--- config.mk ---
export PLATFORM = sky130hd
export DESIGN_NAME = csoir_regs
export DESIGN_NICKNAME = d
export VERILOG_FILES = /design/src/rtl/csoir_pkg.sv /design/src/rtl/csoir_pin_edge.sv /design/src/rtl/csoir_regs.sv
export SDC_FILE = /design/constraint.sdc
export NUM_CORES = 1
export LEC_CHECK = 0
export BUFFER_PORTS_ARGS = -buffer_cell sky130_fd_sc_hd__buf_4
export CORE_ASPECT_RATIO = 1.1
export CORE_MARGIN = 5
export CORE_UTILIZATION = 35
export DETAILED_ROUTE_END_ITERATION = 12
export HOLD_SLACK_MARGIN = 0.06
export PLACE_DENSITY_LB_ADDON = 0.2
export RECOVER_POWER = 100
export REMOVE_ABC_BUFFERS = 1
export SKIP_CTS_REPAIR_TIMING = 1
export SLEW_MARGIN = 30
export SYNTH_ARGS = -nofsm -noshare
export SYNTH_HDL_FRONTEND = slang
export SYNTH_SLANG_ARGS = --single-unit
--- constraint.sdc ---
create_clock -name i_clk_sys -period 6.7 [get_ports i_clk_sys]
set_input_delay 0.335 -clock i_clk_sys [delete_from_list [all_inputs] [get_ports i_clk_sys]]
set_output_delay 0.335 -clock i_clk_sys [all_outputs]
set_load 0.1 [all_outputs]
--- src/rtl/csoir_pkg.sv ---
/*
  Shared constants and types of the core status, option and interrupt
  register group: register addresses, bit positions, reset values and
  the encoding of the flag operations that the processor core requests.
  Assumes an 8-bit data path and an 8-bit direct data address.
*/
package csoir_pkg;

  // full direct addresses of the registers (bank bit in bit 7)
  localparam logic [7:0] CSOIR_ADDR_STATUS = 8'h03;
  localparam logic [7:0] CSOIR_ADDR_INTCTL = 8'h0b;
  localparam logic [7:0] CSOIR_ADDR_OPTION = 8'h81;
  localparam logic [7:0] CSOIR_ADDR_PIEN = 8'h8c;
  // registers mirrored in both banks match on the low seven bits
  localparam logic [6:0] CSOIR_LOW_STATUS = 7'h03;
  localparam logic [6:0] CSOIR_LOW_INTCTL = 7'h0b;

  // core_status bit positions
  localparam int CSOIR_ST_IRP = 7;
  localparam int CSOIR_ST_RP1 = 6;
  localparam int CSOIR_ST_BANK = 5;
  localparam int CSOIR_ST_TO_N = 4;
  localparam int CSOIR_ST_PD_N = 3;
  localparam int CSOIR_ST_Z = 2;
  localparam int CSOIR_ST_DC = 1;
  localparam int CSOIR_ST_C = 0;

  // timer_prescale_options bit positions
  localparam int CSOIR_OP_PU_DIS_N = 7;
  localparam int CSOIR_OP_IRQ_EDGE = 6;
  localparam int CSOIR_OP_T0_SRC = 5;
  localparam int CSOIR_OP_T0_EDGE = 4;
  localparam int CSOIR_OP_PS_OWNER = 3;
  localparam int CSOIR_OP_RATE_HI = 2;

  // interrupt_control bit positions
  localparam int CSOIR_IC_GIE = 7;
  localparam int CSOIR_IC_PERIPH_IRQ_EN = 6;
  localparam int CSOIR_IC_T0_EN = 5;
  localparam int CSOIR_IC_EXT_EN = 4;
  localparam int CSOIR_IC_PC_EN = 3;
  localparam int CSOIR_IC_T0_FLAG = 2;
  localparam int CSOIR_IC_EXT_FLAG = 1;
  localparam int CSOIR_IC_PC_FLAG = 0;

  // implemented bits of peripheral_irq_enable
  localparam logic [7:0] CSOIR_PIEN_MASK = 8'hc9;

  // values after reset
  localparam logic [7:0] CSOIR_RST_STATUS = 8'h18;
  localparam logic [7:0] CSOIR_RST_OPTION = 8'hff;
  localparam logic [7:0] CSOIR_RST_INTCTL = 8'h00;
  localparam logic [7:0] CSOIR_RST_PIEN = 8'h00;
  localparam logic [7:0] CSOIR_RST_PSCNT = 8'h00;

  // flag operations requested by the core for one instruction
  typedef enum logic [2:0] {
    CSOIR_FOP_NONE = 3'h0,
    CSOIR_FOP_ADD = 3'h1,
    CSOIR_FOP_SUB = 3'h2,
    CSOIR_FOP_LOGIC = 3'h3,
    CSOIR_FOP_ROTL = 3'h4,
    CSOIR_FOP_ROTR = 3'h5
  } csoir_fop_t;

endpackage

--- src/rtl/csoir_pin_edge.sv ---
/*
  Synchroniser and edge detector for a group of asynchronous pins.
  Each pin passes two flip-flops, a third stage holds the previous
  synchronised level. Assumes pins may change at any time.
*/
`timescale 1ns/1ns
module csoir_pin_edge #(
  parameter int WIDTH = 8
) (
  input wire logic i_clk_sys,
  input wire logic i_rst_n,
  input wire logic [WIDTH-1:0] i_pins,
  output logic [WIDTH-1:0] o_level,
  output logic [WIDTH-1:0] o_rise,
  output logic [WIDTH-1:0] o_fall
);

  logic [WIDTH-1:0] meta;
  logic [WIDTH-1:0] sync;
  logic [WIDTH-1:0] prev;

  genvar gi;
  generate
    for (gi = 0; gi < WIDTH; gi++) begin : g_pin
      always_ff @(posedge i_clk_sys or negedge i_rst_n) begin
        if (!i_rst_n) begin
          meta[gi] <= 1'b0;
          sync[gi] <= 1'b0;
          prev[gi] <= 1'b0;
        end else begin
          meta[gi] <= i_pins[gi];
          sync[gi] <= meta[gi];
          prev[gi] <= sync[gi];
        end
      end
      assign o_rise[gi] = sync[gi] & ~prev[gi];
      assign o_fall[gi] = ~sync[gi] & prev[gi];
    end
  endgenerate

  assign o_level = sync;

endmodule

--- src/rtl/csoir_regs.sv ---
/*
  Core status, option and interrupt register group of a small 8-bit
  controller: status with bank select and arithmetic flags, options for
  the shared prescaler and timer source, interrupt control and the
  peripheral interrupt enables, plus the interrupt request.
  Assumes the core presents one operand access per cycle on the
  instruction clock and that peripherals give one-cycle event pulses.
*/
`timescale 1ns/1ns
module csoir_regs
  import csoir_pkg::*;
#(
  parameter int PORT_W = 6
) (
  input wire logic i_clk_sys,
  input wire logic i_rst_n,
  // operand access from the core
  input wire logic [6:0] i_file_addr,
  input wire logic i_wr_en,
  input wire logic [7:0] i_wr_data,
  input wire logic i_rd_en,
  output logic [7:0] o_rd_data,
  output logic [7:0] o_data_addr,
  output logic o_bank_select,
  // flag update of the executing instruction
  input wire csoir_fop_t i_flag_op,
  input wire logic [7:0] i_alu_a,
  input wire logic [7:0] i_alu_b,
  // reset-status events
  input wire logic i_kick_op,
  input wire logic i_sleep_op,
  input wire logic i_watchdog_timeout,
  // timer and prescaler
  input wire logic i_instr_cycle_tick,
  input wire logic i_watchdog_base_tick,
  input wire logic i_timer_zero_rollover,
  output logic o_timer_zero_inc,
  output logic o_watchdog_tick,
  // pins and pull-ups
  input wire logic i_external_irq_pin,
  input wire logic i_external_timer_clock_pin,
  input wire logic [PORT_W-1:0] i_port_pins,
  input wire logic [PORT_W-1:0] i_pin_change_en_mask,
  input wire logic [PORT_W-1:0] i_pullup_latch,
  output logic [PORT_W-1:0] o_pullup_en,
  // peripheral flags and the request
  input wire logic [7:0] i_peripheral_flag_reg,
  output logic o_irq
);

  //////////////////////////////////////////////////////////////////////
  // state

  logic [7:0] core_status;
  logic [7:0] timer_prescale_options;
  logic [7:0] interrupt_control;
  logic [7:0] peripheral_irq_enable;
  logic [7:0] prescale_count;

  logic [7:0] full_addr;
  logic hit_status;
  logic hit_intctl;
  logic hit_option;
  logic hit_pien;

  logic [PORT_W+1:0] pin_level;
  logic [PORT_W+1:0] pin_rise;
  logic [PORT_W+1:0] pin_fall;
  logic ext_irq_edge;
  logic ext_clk_edge;
  logic port_changed;

  logic [8:0] sum_full;
  logic [4:0] sum_low;
  logic next_z;
  logic next_dc;
  logic next_c;
  logic upd_z;
  logic upd_dc_c;

  logic [2:0] rate;
  logic owner_wdt;
  logic timer_src_tick;
  logic ps_tick;
  logic [7:0] ps_mask;
  logic ps_out;

  logic set_t0;
  logic set_ext;
  logic set_pc;
  logic core_pend;
  logic periph_pend;

  //////////////////////////////////////////////////////////////////////
  // address decode

  assign full_addr = {core_status[CSOIR_ST_BANK], i_file_addr};
  assign o_data_addr = full_addr;
  assign o_bank_select = core_status[CSOIR_ST_BANK];
  assign hit_status = (i_file_addr == CSOIR_LOW_STATUS);
  assign hit_intctl = (i_file_addr == CSOIR_LOW_INTCTL);
  assign hit_option = (full_addr == CSOIR_ADDR_OPTION);
  assign hit_pien = (full_addr == CSOIR_ADDR_PIEN);

  //////////////////////////////////////////////////////////////////////
  // pin synchronisers: port pins, external irq pin, timer clock pin

  csoir_pin_edge #(
    .WIDTH(PORT_W + 2)
  ) u_pin_edge (
    .i_clk_sys(i_clk_sys),
    .i_rst_n(i_rst_n),
    .i_pins({i_external_timer_clock_pin, i_external_irq_pin,
             i_port_pins}),
    .o_level(pin_level),
    .o_rise(pin_rise),
    .o_fall(pin_fall)
  );

  assign ext_irq_edge = timer_prescale_options[CSOIR_OP_IRQ_EDGE] ?
                        pin_rise[PORT_W] : pin_fall[PORT_W];
  assign ext_clk_edge = timer_prescale_options[CSOIR_OP_T0_EDGE] ?
                        pin_fall[PORT_W+1] : pin_rise[PORT_W+1];
  assign port_changed = |((pin_rise[PORT_W-1:0] | pin_fall[PORT_W-1:0])
                          & i_pin_change_en_mask);

  //////////////////////////////////////////////////////////////////////
  // arithmetic flags

  always_comb begin
    sum_full = 9'h000;
    sum_low = 5'h00;
    next_z = core_status[CSOIR_ST_Z];
    next_dc = core_status[CSOIR_ST_DC];
    next_c = core_status[CSOIR_ST_C];
    upd_z = 1'b0;
    upd_dc_c = 1'b0;
    case (i_flag_op)
      CSOIR_FOP_ADD: begin
        sum_full = {1'b0, i_alu_a} + {1'b0, i_alu_b};
        sum_low = {1'b0, i_alu_a[3:0]} + {1'b0, i_alu_b[3:0]};
        next_z = (sum_full[7:0] == 8'h00);
        next_dc = sum_low[4];
        next_c = sum_full[8];
        upd_z = 1'b1;
        upd_dc_c = 1'b1;
      end
      CSOIR_FOP_SUB: begin
        // subtract by adding two's complement: carry is inverted borrow
        sum_full = {1'b0, i_alu_a} + {1'b0, ~i_alu_b} + 9'h001;
        sum_low = {1'b0, i_alu_a[3:0]} + {1'b0, ~i_alu_b[3:0]}
                  + 5'h01;
        next_z = (sum_full[7:0] == 8'h00);
        next_dc = sum_low[4];
        next_c = sum_full[8];
        upd_z = 1'b1;
        upd_dc_c = 1'b1;
      end
      CSOIR_FOP_LOGIC: begin
        // operand a carries the logic result
        next_z = (i_alu_a == 8'h00);
        upd_z = 1'b1;
      end
      CSOIR_FOP_ROTL: begin
        next_c = i_alu_a[7];
        upd_dc_c = 1'b1;
      end
      CSOIR_FOP_ROTR: begin
        next_c = i_alu_a[0];
        upd_dc_c = 1'b1;
      end
      default: begin
        upd_z = 1'b0;
      end
    endcase
  end

  //////////////////////////////////////////////////////////////////////
  // core_status

  always_ff @(posedge i_clk_sys or negedge i_rst_n) begin
    if (!i_rst_n) begin
      core_status <= CSOIR_RST_STATUS;
    end else begin
      if (i_wr_en && hit_status) begin
        // reserved upper bits stored as written, not used
        core_status[CSOIR_ST_IRP] <= i_wr_data[CSOIR_ST_IRP];
        core_status[CSOIR_ST_RP1] <= i_wr_data[CSOIR_ST_RP1];
        core_status[CSOIR_ST_BANK] <= i_wr_data[CSOIR_ST_BANK];
        if (!upd_z) begin
          core_status[CSOIR_ST_Z] <= i_wr_data[CSOIR_ST_Z];
        end
        if (!upd_dc_c) begin
          core_status[CSOIR_ST_DC] <= i_wr_data[CSOIR_ST_DC];
          core_status[CSOIR_ST_C] <= i_wr_data[CSOIR_ST_C];
        end
      end
      if (upd_z) begin
        core_status[CSOIR_ST_Z] <= next_z;
      end
      if (upd_dc_c) begin
        core_status[CSOIR_ST_DC] <= next_dc;
        core_status[CSOIR_ST_C] <= next_c;
      end
      // timeout and power-down move only on their events
      if (i_watchdog_timeout) begin
        core_status[CSOIR_ST_TO_N] <= 1'b0;
      end else if (i_kick_op || i_sleep_op) begin
        core_status[CSOIR_ST_TO_N] <= 1'b1;
      end
      if (i_kick_op) begin
        core_status[CSOIR_ST_PD_N] <= 1'b1;
      end else if (i_sleep_op) begin
        core_status[CSOIR_ST_PD_N] <= 1'b0;
      end
    end
  end

  //////////////////////////////////////////////////////////////////////
  // timer_prescale_options

  always_ff @(posedge i_clk_sys or negedge i_rst_n) begin
    if (!i_rst_n) begin
      timer_prescale_options <= CSOIR_RST_OPTION;
    end else if (i_wr_en && hit_option) begin
      timer_prescale_options <= i_wr_data;
    end
  end

  assign o_pullup_en = timer_prescale_options[CSOIR_OP_PU_DIS_N] ?
                       {PORT_W{1'b0}} : i_pullup_latch;

  //////////////////////////////////////////////////////////////////////
  // shared prescaler

  assign rate = timer_prescale_options[CSOIR_OP_RATE_HI:0];
  assign owner_wdt = timer_prescale_options[CSOIR_OP_PS_OWNER];
  assign timer_src_tick = timer_prescale_options[CSOIR_OP_T0_SRC] ?
                          ext_clk_edge : i_instr_cycle_tick;
  assign ps_tick = owner_wdt ? i_watchdog_base_tick : timer_src_tick;
  // low k bits all ones means 2^k ticks counted
  assign ps_mask = owner_wdt ? ((8'h01 << rate) - 8'h01)
                             : ((8'h02 << rate) - 8'h01);
  assign ps_out = ps_tick && ((prescale_count & ps_mask) == ps_mask);

  always_ff @(posedge i_clk_sys or negedge i_rst_n) begin
    if (!i_rst_n) begin
      prescale_count <= CSOIR_RST_PSCNT;
    end else if (i_wr_en && hit_option
                 && (i_wr_data[CSOIR_OP_PS_OWNER] != owner_wdt)) begin
      // restart division when the prescaler changes owner
      prescale_count <= CSOIR_RST_PSCNT;
    end else if (ps_tick) begin
      prescale_count <= prescale_count + 8'h01;
    end
  end

  always_ff @(posedge i_clk_sys or negedge i_rst_n) begin
    if (!i_rst_n) begin
      o_timer_zero_inc <= 1'b0;
      o_watchdog_tick <= 1'b0;
    end else begin
      o_timer_zero_inc <= owner_wdt ? timer_src_tick : ps_out;
      o_watchdog_tick <= owner_wdt ? ps_out : i_watchdog_base_tick;
    end
  end

  //////////////////////////////////////////////////////////////////////
  // interrupt_control

  assign set_t0 = i_timer_zero_rollover;
  assign set_ext = ext_irq_edge;
  assign set_pc = port_changed;

  always_ff @(posedge i_clk_sys or negedge i_rst_n) begin
    if (!i_rst_n) begin
      interrupt_control <= CSOIR_RST_INTCTL;
    end else begin
      if (i_wr_en && hit_intctl) begin
        interrupt_control <= i_wr_data;
      end
      // events win over a same-cycle software clear
      if (set_t0) begin
        interrupt_control[CSOIR_IC_T0_FLAG] <= 1'b1;
      end
      if (set_ext) begin
        interrupt_control[CSOIR_IC_EXT_FLAG] <= 1'b1;
      end
      if (set_pc) begin
        interrupt_control[CSOIR_IC_PC_FLAG] <= 1'b1;
      end
    end
  end

  //////////////////////////////////////////////////////////////////////
  // peripheral_irq_enable

  always_ff @(posedge i_clk_sys or negedge i_rst_n) begin
    if (!i_rst_n) begin
      peripheral_irq_enable <= CSOIR_RST_PIEN;
    end else if (i_wr_en && hit_pien) begin
      peripheral_irq_enable <= i_wr_data & CSOIR_PIEN_MASK;
    end
  end

  //////////////////////////////////////////////////////////////////////
  // interrupt request

  assign core_pend =
    (interrupt_control[CSOIR_IC_T0_EN] &
     interrupt_control[CSOIR_IC_T0_FLAG]) |
    (interrupt_control[CSOIR_IC_EXT_EN] &
     interrupt_control[CSOIR_IC_EXT_FLAG]) |
    (interrupt_control[CSOIR_IC_PC_EN] &
     interrupt_control[CSOIR_IC_PC_FLAG]);
  assign periph_pend = interrupt_control[CSOIR_IC_PERIPH_IRQ_EN] &
    (|(peripheral_irq_enable & i_peripheral_flag_reg
       & CSOIR_PIEN_MASK));

  always_ff @(posedge i_clk_sys or negedge i_rst_n) begin
    if (!i_rst_n) begin
      o_irq <= 1'b0;
    end else begin
      o_irq <= interrupt_control[CSOIR_IC_GIE]
               & (core_pend | periph_pend);
    end
  end

  //////////////////////////////////////////////////////////////////////
  // operand read

  always_ff @(posedge i_clk_sys or negedge i_rst_n) begin
    if (!i_rst_n) begin
      o_rd_data <= 8'h00;
    end else if (i_rd_en) begin
      if (hit_status) begin
        o_rd_data <= core_status;
      end else if (hit_intctl) begin
        o_rd_data <= interrupt_control;
      end else if (hit_option) begin
        o_rd_data <= timer_prescale_options;
      end else if (hit_pien) begin
        o_rd_data <= peripheral_irq_enable;
      end else begin
        o_rd_data <= 8'h00;
      end
    end
  end

endmodule

Word-level counts from Yosys, hierarchy flattened --
Index checks and enable logic that the tools add are counted. W data, S select, Z words.
Storage, ports and cells: bits in registers 71, input port bits 72, output and inout port bits 26, word-level logic and storage cells 169
Cells by class: bitwise gates (word level) 46, reductions and logical operators 25, equal/unequal tests 14, $add $sub $neg 9, shift-type cells 2, muxes and demuxes 32
Operators by type and width (count):
- $mux W8 | 7
- $logic_not A8 Y1 | 3
- $and A1 B1 Y1 | 21
- $add A8 B8 Y9 | 2
- $mux W1 | 17
- $and A8 B8 Y8 | 2
- $eq A8 B8 Y1 const B | 2
- $not A1 Y1 | 16
- $reduce_bool A2 Y1 | 8
- $sub A8 B1 Y8 const B | 2
- $add A4 B4 Y5 | 2
- $add A9 B1 Y9 const B | 1
- $add A8 B1 Y8 const B | 1
- $eq A8 B8 Y1 | 1
- $not A8 Y8 | 1
- $reduce_or A4 Y1 | 2
- $shl A1 B3 Y8 const A | 1
- $shl A2 B3 Y8 const A | 1
- $eq A7 B2 Y1 const B | 1
- $eq A7 B4 Y1 const B | 1
- $and A6 B6 Y6 | 1
- $eq A3 B2 Y1 const B | 2
- $eq A3 B3 Y1 const B | 2
- $logic_and A1 B1 Y1 | 6
- 19 further kinds | 25

Longest topological paths before layout --
Gate-level depths: netlist of the first run.
word-level depth 7, mapped depth 12, depth with buffers taken out 11

Modules after synthesis --
Synthesis of the first run repeated with hierarchy kept, for this count alone.
Unflattened totals: cell total of the unflattened synthesis 419, area, all modules 4239.1 µm²
By module, submodules not included:
- csoir_regs | cells each 379, seq. area each 1188.6 µm², times used 1, area each 3498.4 µm²
- csoir_pin_edge | cells each 40, seq. area each 600.6 µm², times used 1, area each 740.7 µm²

Worst setup path after synthesis of the first run --
No wires, ideal clock.
path kind register to register, from reg timer_prescale_options[0], to reg o_timer_zero_inc, period minus slack after synthesis 2.530 ns, buffers on the path 1, required time 6.623 ns, setup time 0.077 ns, cell stages (with the launch flop) 12, path slack 4.170 ns, data arrival time 2.453 ns, cell sequence dfstp_2 > inv_1 > ha_1 > and2b_2 > nand2b_1 > ha_1 > buf_2 > nand2_1 > a311oi_1 > a211oi_1 > or4_1 > a21oi_1
On the way: word-level cells in the longest chain between the ends 7, elaborated cells between the ends (all ways) 9, classes of those cells add/sub: 2; eq/ne: 1; shift: 2; mux: 2; bitwise: 1; reduce/logical: 1
Ends and longest elaborated chain:
- start: declaration | RTL line csoir_regs.sv:55 | logic [7:0] timer_prescale_options;
- start signal: assignment | RTL line csoir_regs.sv:226 | timer_prescale_options <= i_wr_data;
- $shl A2 B3 Y8 / $shl A1 B3 Y8 (equally long branches) | RTL line csoir_regs.sv:243, csoir_regs.sv:242
- $sub A8 B1 Y8, on equally long branches | RTL line csoir_regs.sv:243, csoir_regs.sv:242
- $mux W8 (*) | RTL line csoir_regs.sv:242 | assign ps_mask = owner_wdt ? ((8'h01 << rate) - 8'h01)
- $and A8 B8 Y8 | RTL line csoir_regs.sv:244 | assign ps_out = ps_tick && ((prescale_count & ps_mask) == ps_mask);
- $eq A8 B8 Y1 (*) | RTL line csoir_regs.sv:244
- $logic_and A1 B1 Y1 (*) | RTL line csoir_regs.sv:244
- $mux W1 (*) | RTL line csoir_regs.sv:263 | o_timer_zero_inc <= owner_wdt ? timer_src_tick : ps_out;
- end signal: assignment | RTL line csoir_regs.sv:263
- end: declaration | RTL line csoir_regs.sv:37 | output logic o_timer_zero_inc,
Mark *: on every way between the ends. The rest lies on a longest branch, timed or not. A chain may end at the register's enable or synchronous reset.

Worst setup path in the final report of the first run --
from reg timer_prescale_options[3], to reg o_watchdog_tick
On the way: word-level cells in the longest chain between the ends 5, elaborated cells between the ends (all ways) 6, classes of those cells eq/ne: 1; mux: 3; bitwise: 1; reduce/logical: 1
Ends and longest elaborated chain:
- $mux W8 | RTL line csoir_regs.sv:242
- $and A8 B8 Y8 | RTL line csoir_regs.sv:244
- $eq A8 B8 Y1 | RTL line csoir_regs.sv:244
- $logic_and A1 B1 Y1 | RTL line csoir_regs.sv:244
- $mux W1 (*) | RTL line csoir_regs.sv:264 | o_watchdog_tick <= owner_wdt ? ps_out : i_watchdog_base_tick;
- end signal: assignment | RTL line csoir_regs.sv:264
- end: declaration | RTL line csoir_regs.sv:38 | output logic o_watchdog_tick,
Marked as above.

==> impl_results.md, run 1 <==
- Die footprint: around 14000 um^2
- Hold path cells: 2
- Row count: 41
- Maximum VDD drop: roughly 0.00011 V
- I/O Buffers: 93
- DRT Pass-1 Iters: 4
- Tot GR Track Use: 0.1461
- Synthesis-to-layout area growth: 23.31%
- Final wirelength: 9835 um
- Cell mode on critical path: ha_1
- Slowest-stage cell, CP: dfstp_1
- Setup TNS: 0 ps
- Vias per inst: a little over 5
- Relative max-transition margin: 0.1732
- Detailed placer's ending HPWL: between 7000 and 8000 um
- Final setup vio count: 0
- Fin worst setup slack: approximately 3800 ps
- Max-slew violation count: 0
- Synth Area in Simple Gates: 0.1479
- H-tree depth: 3
- Hold WS: 124.3 ps
- Mux contribution to synthesized area: 0.09166
- Mapped Cells: ~400
- Synth Area in Compound Gates: 0.1476
- Critical Path End Type: flop
- Initial Util: 0.3564
- Max frequency: 344.4 MHz
- NumNets Final: 579
- Initial antenna violation count: 0
- Die H: 123.4 um
- Maximum number of pins on one net before global-route repair: 72
- Dpl cell area: 4826 um^2
- Die Wd: between 100 and 150 um
- Vias in the first global route: 3312
- Root Driver: clkbuf_16
- Layout cells sized above 1: 0.2531
- Initial DRC count: 207
- Crit path depth: 10
- Finished Layout Cells: 640
- Pre-CTS WS: approximately 3900 ps
- Post-synthesis adder-cell area fraction: 0.07088
- First-pass GRT wire length: 16210 um
- Crit path cell chain: ha_1 > and2b_2 > nand2b_1 > ha_1 > nand2_1 > nor2_1 > a311oi_1 > a211oi_1 > or4_1 > a21boi_0
- Leading register cell type out of synthesis: dfrtp_1
- DRC Markers: 0
- Fin. Hold Viols: 0
- Pleak: between 2 and 2.5 nW
- Sequential share of the synthesized area: 0.4369
- FF-to-FF path depth: 10
- Combinational family with the most area after synthesis: simple AND/OR/NAND/NOR gates
- Crit path largest cell delay: roughly 670 ps
- Max_cap viols: 0
- Routability cong.: 0.7803
- Commonest non-fill, non-tap cell in the layout: dfrtp_1
- Core area: 11490 um^2
- Clock Tree Buf Depth: 2
- Final period util: 0.4334
- Hold Crit Class: primary input to flop
- Reg clk slew, reported paths: 60 ps
- Worst Skew: 6.697 ps
- Yosys warnings: 0
- XOR/XNOR share of the synthesized area: 0.04705
- Global route overflow: 0
- Netlist cell types: 60
- RSZ-0062 raised after global routing: no
- CTS buffer count: 9
- Max FO, Critical Path: 8
- Required @ worst endpoint: 6950 ps
- Fin area: about 5000 um^2
- Routed Antenna Nets: 0
- Arrival @ worst endpoint: 3150 ps
- CP bufs+invs: 0
- Post-Syn Area: roughly 4100 um^2
- Finished Core Util: 0.4395
- EDFF count, synth: 0
- Worst Setup Path Type: flop to flop
- Syn_area_per_cell: ~10 um^2
- Final worst path period need: around 2900 ps
- Slew of the pin with the lowest slew margin: 1246 ps
- Flops & latches, synth: slightly above 70
- Pwr per Cell Area: 251.9 nW/um^2
- Crit path max-delay family: simple AND/OR/NAND/NOR gates
- Status: finished clean
- CTS tree: done
- Antenna diode count: 0
- Clk sink count: about 70
- Most frequent cells in the layout: dfrtp_1 (61), buf_4 (57), nor2_1 (42), a21oi_1 (30), mux2_2 (28)
- Synth async-reset ratio: 1.000
- Wirelength per Cell: between 15 and 20 um
- Vias: 3221
- Num ports: just under 100
- Placed insts: 623
- CP startpoint kind: flop
- Worst-Skew Late Latency: 330 ps
- Total Power: 1.272 mW
where the power goes:
group	leakage [nW]	internal [mW]	switching, mW	total [mW]
Clock	0.149	0.300	0.179	0.479
Sequential	0.850	0.471	0.0360	0.507
Combinational	1.26	0.104	0.183	0.287
Total	2.26	0.875	0.397	1.27
synthesized netlist by cell type (3+ instances only):
cell type | number | share of area
dfrtp_1 | 61 | 0.37
nor2_1 | 42 | 0.038
a21oi_1 | 30 | 0.037
mux2_2 | 28 | 0.077
inv_1 | 22 | 0.020
ha_1 | 20 | 0.061
nand2_1 | 18 | 0.016
nor2b_1 | 13 | 0.020
xor2_1 | 12 | 0.026
buf_4 | 10 | 0.018
dfstp_2 | 10 | 0.064
nand2b_1 | 10 | 0.015
xnor2_1 | 10 | 0.021
nand4_1 | 8 | 0.012
clkbuf_1 | 7 | 0.0064
a22oi_1 | 6 | 0.011
and3_1 | 6 | 0.0092
mux2i_1 | 6 | 0.015
o21ai_0 | 6 | 0.0073
a222oi_1 | 5 | 0.012
buf_2 | 5 | 0.0061
nor3_1 | 5 | 0.0061
a22o_1 | 4 | 0.0086
a31oi_1 | 4 | 0.0061
o22ai_1 | 4 | 0.0061
a211oi_1 | 3 | 0.0055
a221oi_1 | 3 | 0.0064
nor4_1 | 3 | 0.0046
o21ai_1 | 3 | 0.0037
routing by layer:
layer	vias up	GRT usage	wire length, um
met4	0	0.04583	127
li1	1594	-	-
met1	1549	0.1776	4200
met5	-	0	0
met3	9	0.03084	337
met2	69	0.2596	5169
cells by family (layout without fill, tap and decap cells):
| logic type | count (synthesis) | after routing |
|---|---|---|
| compound gates | 89 | 89 |
| xor+xnor | 22 | 22 |
| fa+ha+maj | 22 | 22 |
| buf+inv | 47 | 132 |
| flops | 71 | 71 |
| mux | 34 | 34 |
| simple gates | 120 | 120 |
registers in the layout, indices dropped and copies added, names as in the netlist:
signal                  flops
core_status                 8
interrupt_control           8
o_irq                       1
o_rd_data                   8
o_timer_zero_inc            1
o_watchdog_tick             1
peripheral_irq_enable       4
prescale_count              8
timer_prescale_options      8
u_pin_edge.meta             8
u_pin_edge.o_level          8
u_pin_edge.prev             8
final cells by class:
class,instances,area (um^2)
Tap cell,150,187.7
Multi-Input combinational cell,287,2068
Fill cell,1173,6441
Inverter,22,82.58
Clock buffer,10,239.0
Timing Repair Buffer,94,614.3
Sequential cell,71,1789
Clock inverter,6,68.82
path summary, 6_finish.rpt:
| path | from | end | slack [ps] |
|---|---|---|---|
| setup reg to reg | timer_prescale_options[3] | o_watchdog_tick | 3800 |
| max in group asynchronous | i_rst_n | u_pin_edge.o_level[6] | 5650 |
| setup / recovery | timer_prescale_options[3] | o_watchdog_tick | 3800 |
| hold / removal | i_watchdog_timeout | core_status[4] | 120 |
| hold reg to reg | u_pin_edge.meta[2] | u_pin_edge.o_level[2] | 350 |
| min in group asynchronous | i_rst_n | u_pin_edge.o_level[7] | 570 |
Power figures use the tool's default switching activity.
==> inputs of run 2 (changes only) <==
- clock period: 6.7 -> 2.8 ns (I/O delays scaled with it)
==> impl_results.md, run 2 (synthesis gave the netlist of run 1 again) <==
- Relative max-transition margin: -0.1567 (-0.3299)
- Fillers: 1154 (-1.6%)
- RSZ-0062 raised after global routing: no
- Worst Skew: 5.953 ps (-0.7445 ps)
- Row count: 41 (unchanged)
- Worst-Skew Late Latency: 330 ps (about the same)
- Required @ worst endpoint: 3050 ps (-3900 ps)
- Wirelength per Cell: 15.17 um (-1.3%)
- Maximum number of pins on one net before global-route repair: 72 (unchanged)
- Placed insts: 627 (+0.64%)
- Core area: 11490 um^2 (unchanged)
- Detailed placer's ending HPWL: 7516 um (+0.88%)
- Final wirelength: 10010 um (+1.8%)
- Pwr per Cell Area: 604.5 nW/um^2 (+140%)
- Hold Crit Class: primary input to flop
- Initial DRC count: 246 (+19%)
- Pre-CTS WS: 161.8 ps (-3753 ps)
- Worst Setup Path Type: flop to flop
- Status: finished with violations
- Dpl cell area: 4856 um^2 (+0.62%)
- Reg clk slew, reported paths: 60 ps (about the same)
- Vias per inst: 5.068 (+0.70%)
- Final setup vio count: 0 (unchanged)
- Routability cong.: 0.8141 (+4.3%)
- Crit path max-delay family: simple AND/OR/NAND/NOR gates
- Die footprint: 13970 um^2 (unchanged)
- Fin. Hold Viols: 0 (unchanged)
- Vias in the first global route: 3254 (-1.8%)
- First-pass GRT wire length: 15900 um (-1.9%)
- Clk sink count: 71 (unchanged)
- Initial antenna violation count: 0 (unchanged)
- Finished Layout Cells: 660 (+3.1%)
- CP bufs+invs: 1 (+1)
- Antenna diode count: 0 (unchanged)
- Maximum VDD drop: 0.0003190 V (+180%)
- Fin area: 5245 um^2 (+3.9%)
- Max-slew violation count: 72 (+72)
- Max_cap viols: 1 (+1)
- Routed Antenna Nets: 0 (unchanged)
- Synthesis-to-layout area growth: 28.08%
- CTS tree: done
- Most frequent cells in the layout: dfrtp_1 (61), buf_4 (57), nor2_1 (42), a21oi_1 (30), clkbuf_1 (29)
- Total Power: 3.171 mW (+150%)
- Final period util: 0.9300 (+0.4966)
- DRC Markers: 0 (unchanged)
- Commonest non-fill, non-tap cell in the layout: dfrtp_1
- Root Driver: clkbuf_16
- Multi-input logic area: 2071 um^2 (+0.12%)
- Vias: 3345 (+3.8%)
- Clock Tree Buf Depth: 2 (unchanged)
- Tot GR Track Use: 0.1432 (-0.002891)
- Initial Util: 0.3564 (unchanged)
- Final worst path period need: 2604 ps (-299.8 ps)
- I/O Buffers: 93 (unchanged)
- Failing checks: max-capacitance violations, max-slew violations
- Fin worst setup slack: 196.1 ps (-3600 ps)
- H-tree depth: 3 (unchanged)
- Hold WS: 61.88 ps (-62.39 ps)
- Critical Path End Type: flop
- CTS buffer count: 9 (unchanged)
- Layout cells sized above 1: 0.2490 (-0.004042)
- Register area: 1789 um^2 (unchanged)
- Slowest-stage cell, CP: dfstp_2
- NumNets Final: 599 (+3.5%)
- Global route overflow: 0 (unchanged)
- Slew of the pin with the lowest slew margin: 1735 ps (+489.5 ps)
- Crit path cell chain: inv_1 > ha_1 > and2b_2 > nand2b_1 > ha_2 > nand2_1 > a311oi_1 > a211oi_1 > or4_1 > a21oi_1
- Pleak: 2.337 nW (+3.5%)
- CP startpoint kind: flop
- Die Wd: 113.1 um (unchanged)
- Num ports: 98 (unchanged)
- Arrival @ worst endpoint: 2860 ps (-290 ps)
- Max FO, Critical Path: 7 (-1)
- Crit path largest cell delay: 560 ps (-110 ps)
- Die H: 123.4 um (unchanged)
- DRT Pass-1 Iters: 5 (+1)
- Max frequency: 384.0 MHz (+12%)
-- run 2: layout make-up --
cell class / instances / share of cell area
Inverter: 22 / 0.01574
Sequential cell: 71 / 0.3411
Multi-Input combinational cell: 287 / 0.3948
Clock inverter: 7 / 0.01956
Tap cell: 150 / 0.03578
Timing Repair Buffer: 114 / 0.1500
Clock buffer: 9 / 0.04294
-- run 2: per-layer routing --
metal | wire length [um] | GRT usage
met5 | 0 | 0
met4 | 100 | 0.03907
met3 | 423 | 0.03622
met2 | 5248 | 0.2604
met1 | 4238 | 0.1677
-- run 2: worst reg2reg max path: cells and delay by family, from the launching register on --
| kind | cells | cell delay (ps) |
|---|---|---|
| flip-flops | 1 | 560 |
| AO/OA/AOI/OAI | 3 | 510 |
| buffers and inverters | 1 | 50 |
| AND/OR/NAND/NOR | 4 | 940 |
| adder cells (fa/ha/maj) | 2 | 460 |
-- run 2: final timing paths --
check                                               start                     to  slack (ps)  cells past startpoint
worst min-delay path              i_pin_change_en_mask[3]   interrupt_control[0]          60                      3
min in group asynchronous                         i_rst_n     u_pin_edge.meta[7]         810                      2
worst max-delay path            timer_prescale_options[0]       o_timer_zero_inc         200                     10
worst max register to register  timer_prescale_options[0]       o_timer_zero_inc         200                     10
max in group asynchronous                         i_rst_n   interrupt_control[2]         960                      2
worst min register to register         u_pin_edge.meta[6]  u_pin_edge.o_level[6]         350                      0
-- run 2: stage by stage --
stage,utilization,TNS [ps]
2_1_floorplan,-,-508.4
3_3_place_gp,0.4226,0
3_5_place_dp,0.4226,0
4_1_cts,0.4511,0
5_1_grt,0.4564,0
6_report,0.4564,0
-- run 2: where the power goes --
part	internal (mW)	switching, mW
clock	0.790	0.460
combinational	0.264	0.439
sequential	1.13	0.0916
==> inputs of run 3 (changes only) <==
- SYNTH_HIERARCHICAL: default -> 1
==> impl_results.md, run 3 <==
- Status: finished with violations
- Failing checks: max-capacitance violations, max-slew violations
- Clk sink count: 71 (unchanged)
- Setup TNS: 0 ps (unchanged)
- Finished Layout Cells: 674 (+2.1%)
- Relative max-transition margin: -0.1511 (+0.005642)
- Syn_area_per_cell: 10.12 um^2 (about the same)
- Max frequency: 389.3 MHz (+1.4%)
- Initial antenna violation count: 0 (unchanged)
- Clock Tree Buf Depth: 2 (unchanged)
- Sequential share of the synthesized area: 0.4221 (-0.01483)
- Post-Syn Area: 4239 um^2 (+3.5%)
- Commonest non-fill, non-tap cell in the layout: dfrtp_1
- Worst-Skew Late Latency: 330 ps (about the same)
- Fin. Hold Viols: 0 (unchanged)
- DRC Markers: 0 (unchanged)
- Netlist cell types: 69 (+15%)
- Crit path largest cell delay: 560 ps (about the same)
- Layout cells sized above 1: 0.2635 (+0.01444)
- Yosys top cell by area: dfrtp_1
- Final wirelength: 10860 um (+8.5%)
- Top-area cell type share of the netlist area: 0.3601 (-0.01265)
- Met1 usage in global routing: 0.2019 (+0.03420)
- Synth Area in Compound Gates: 0.1721 (+0.02451)
- Max FO, Critical Path: 7 (unchanged)
- Vias: 3541 (+5.9%)
- Routed Antenna Nets: 0 (unchanged)
- Combinational family with the most area after synthesis: simple AND/OR/NAND/NOR gates
- I/O Buffers: 93 (unchanged)
- Worst Skew: 5.572 ps (-0.3810 ps)
- Critical Path End Type: flop
- Maximum number of pins on one net before global-route repair: 72 (unchanged)
- Pleak: 2.347 nW (+0.41%)
- Final setup vio count: 0 (unchanged)
- Wirelength per Cell: 16.11 um (+6.2%)
- Pwr per Cell Area: 574.7 nW/um^2 (-4.9%)
- Most frequent cells in the layout: dfrtp_1 (61), buf_4 (57), nor2_1 (32), clkbuf_1 (29)
- CTS buffer count: 9 (unchanged)
- Initial Util: 0.3554 (-0.001021)
- Vias per inst: 5.254 (+3.7%)
- Detailed placer's ending HPWL: 8481 um (+13%)
- H-tree depth: 3 (unchanged)
- Initial DRC count: 143 (-42%)
- Mapped Cells: 419 (+3.5%)
- Slew of the pin with the lowest slew margin: 1727 ps (-8.463 ps)
- Synth async-reset ratio: 1.000 (unchanged)
- Top-count cell post-synth: dfrtp_1
- Die Wd: 114.9 um (+1.6%)
- Final worst path period need: 2568 ps (-35.50 ps)
- Vias in the first global route: 3628 (+11%)
- Num ports: 98 (unchanged)
- Synth Area in Simple Gates: 0.1786 (+0.03069)
- Met2 global-route usage: 0.2510 (-0.009349)
- CTS tree: done
- Finished Core Util: 0.4428 (-0.01361)
- Routability cong.: 0.8953 (+10%)
- Register area: 1789 um^2 (unchanged)
- Placed insts: 646 (+3.0%)
- Arrival @ worst endpoint: 2820 ps (-40 ps)
- Crit path cell chain: inv_1 > ha_1 > nand2_1 > ha_2 > o21ai_0 > a311oi_1 > nor3_1 > or4b_1 > a21oi_1
- Yosys warnings: 6 (+6)
- Top post-synthesis cells by count: dfrtp_1 (61), nor2_1 (32), inv_1 (24), nand2_1 (24), mux2_2 (22)
- Worst Setup Path Type: flop to flop
- Die H: 125.4 um (+1.6%)
- Die footprint: 14420 um^2 (+3.2%)
- XOR/XNOR share of the synthesized area: 0.02686 (-0.02019)
- Leading register cell type out of synthesis: dfrtp_1
- RSZ-0062 raised after global routing: no
- NumNets Final: 609 (+1.7%)
- Root Driver: clkbuf_16
- Busiest grt layer: met2
- Final period util: 0.9173 (-0.01268)
- First-pass GRT wire length: 17700 um (+11%)
- Synth area leaders: dfrtp_1 (36%), dfstp_2 (6.2%), ha_1 (5.9%), mux2_2 (5.8%), and2b_2 (3.3%)
- Row count: 42 (+2.4%)
- DRT Pass-1 Iters: 4 (-1)
- Antenna diode count: 0 (unchanged)
- Mux contribution to synthesized area: 0.07497 (-0.01669)
- Max-slew violation count: 72 (unchanged)
- Slowest-stage cell, CP: dfstp_2
- Required @ worst endpoint: 3050 ps (about the same)
- Hold Crit Class: primary input to flop
- Flops & latches, synth: 71 (unchanged)
- Max_cap viols: 1 (unchanged)
- Post-synthesis adder-cell area fraction: 0.06848 (-0.002406)
- Maximum VDD drop: 0.0003083 V (-3.4%)
- Fillers: 1170 (+1.4%)
- Tot GR Track Use: 0.1535 (+0.01029)
- EDFF count, synth: 0 (unchanged)
- CP startpoint kind: flop
- Reg clk slew, reported paths: 60 ps (about the same)
- Global route overflow: 0 (unchanged)
- M3 GR Usage: 0.02852 (-0.007705)
- Synthesis-to-layout area growth: 24.62%
- Core area: 11930 um^2 (+3.8%)
- Multi-input logic area: 2190 um^2 (+5.7%)
-- run 3: changes by cell type after synthesis, moves of 6 or more --
| cell | previous run | this run |
|---|---|---|
| a21oi_1 | 30 | 17 |
| and2b_2 | 1 | 16 |
| mux2_2 | 28 | 22 |
| nand2_1 | 18 | 24 |
| nand3_1 | 2 | 9 |
| nor2_1 | 42 | 32 |
| o21ai_0 | 6 | 21 |
-- run 3: layer usage --
metal / wire, um / share of wire / vias to the layer above
li1: - / - / 1709
met1: 4886 / 0.45 / 1736
met2: 5373 / 0.49 / 81
met3: 421 / 0.039 / 15
met4: 178 / 0.016 / 0
met5: 0 / 0 / -
-- run 3: critical path: cells and delay by family, from the launching register on --
family | cells | cell delay [ps]
and+or+nand+nor | 3 | 720
buffers and inverters | 1 | 50
DFF | 1 | 560
AOI/OAI and AO/OA | 3 | 530
adders and majority gates | 2 | 630
-- run 3: worst paths after layout --
path / startpoint / to / slack (ps) / depth (start not counted)
worst min-delay path: i_sleep_op / core_status[4] / 50 / 3
worst min register to register: u_pin_edge/meta[6] / u_pin_edge/o_level[6] / 350 / 0
worst max register to register: timer_prescale_options[0] / o_timer_zero_inc / 230 / 9
min in group asynchronous: i_rst_n / u_pin_edge/prev[1] / 810 / 2
max in group asynchronous: i_rst_n / interrupt_control[2] / 970 / 2
worst max-delay path: timer_prescale_options[0] / o_timer_zero_inc / 230 / 9
-- run 3: final cells by class --
| class | count | share of cell area |
|---|---|---|
| inverters | 24 | 0.01705 |
| flip-flops and latches | 71 | 0.3387 |
| well taps | 154 | 0.03648 |
| clock inverters | 6 | 0.009948 |
| multi-input cells | 301 | 0.4145 |
| clock buffers | 10 | 0.04524 |
| repair buffers | 108 | 0.1381 |
-- run 3: cells by family (layout without fill, tap and decap cells) --
logic type,Yosys count,count (layout)
compound gates,105,105
xor+xnor,13,13
fa+ha+maj,22,22
buf+inv,47,148
flops,71,71
mux,29,29
simple gates,132,132
-- run 3: power breakdown --
part           switching [mW]  internal (mW)
Clock                   0.465          0.638
Combinational           0.450          0.260
Sequential             0.0950           1.13
Total                    1.01           2.03
-- run 3: metrics by stage --
step | total power [mW] | setup WS [ps] | area, um^2 | hold WS [ps]
2_1_floorplan | 1.669 | 42.71 | 4088 | -155.6
3_3_place_gp | 1.955 | 261.9 | 5001 | 250.2
3_5_place_dp | 1.972 | 186.2 | 5001 | 250.7
4_1_cts | 3.086 | 179.7 | 5293 | -97.35
5_1_grt | 3.203 | 50.28 | 5283 | 60.46
6_report | 3.036 | 231.6 | 5283 | 53.34
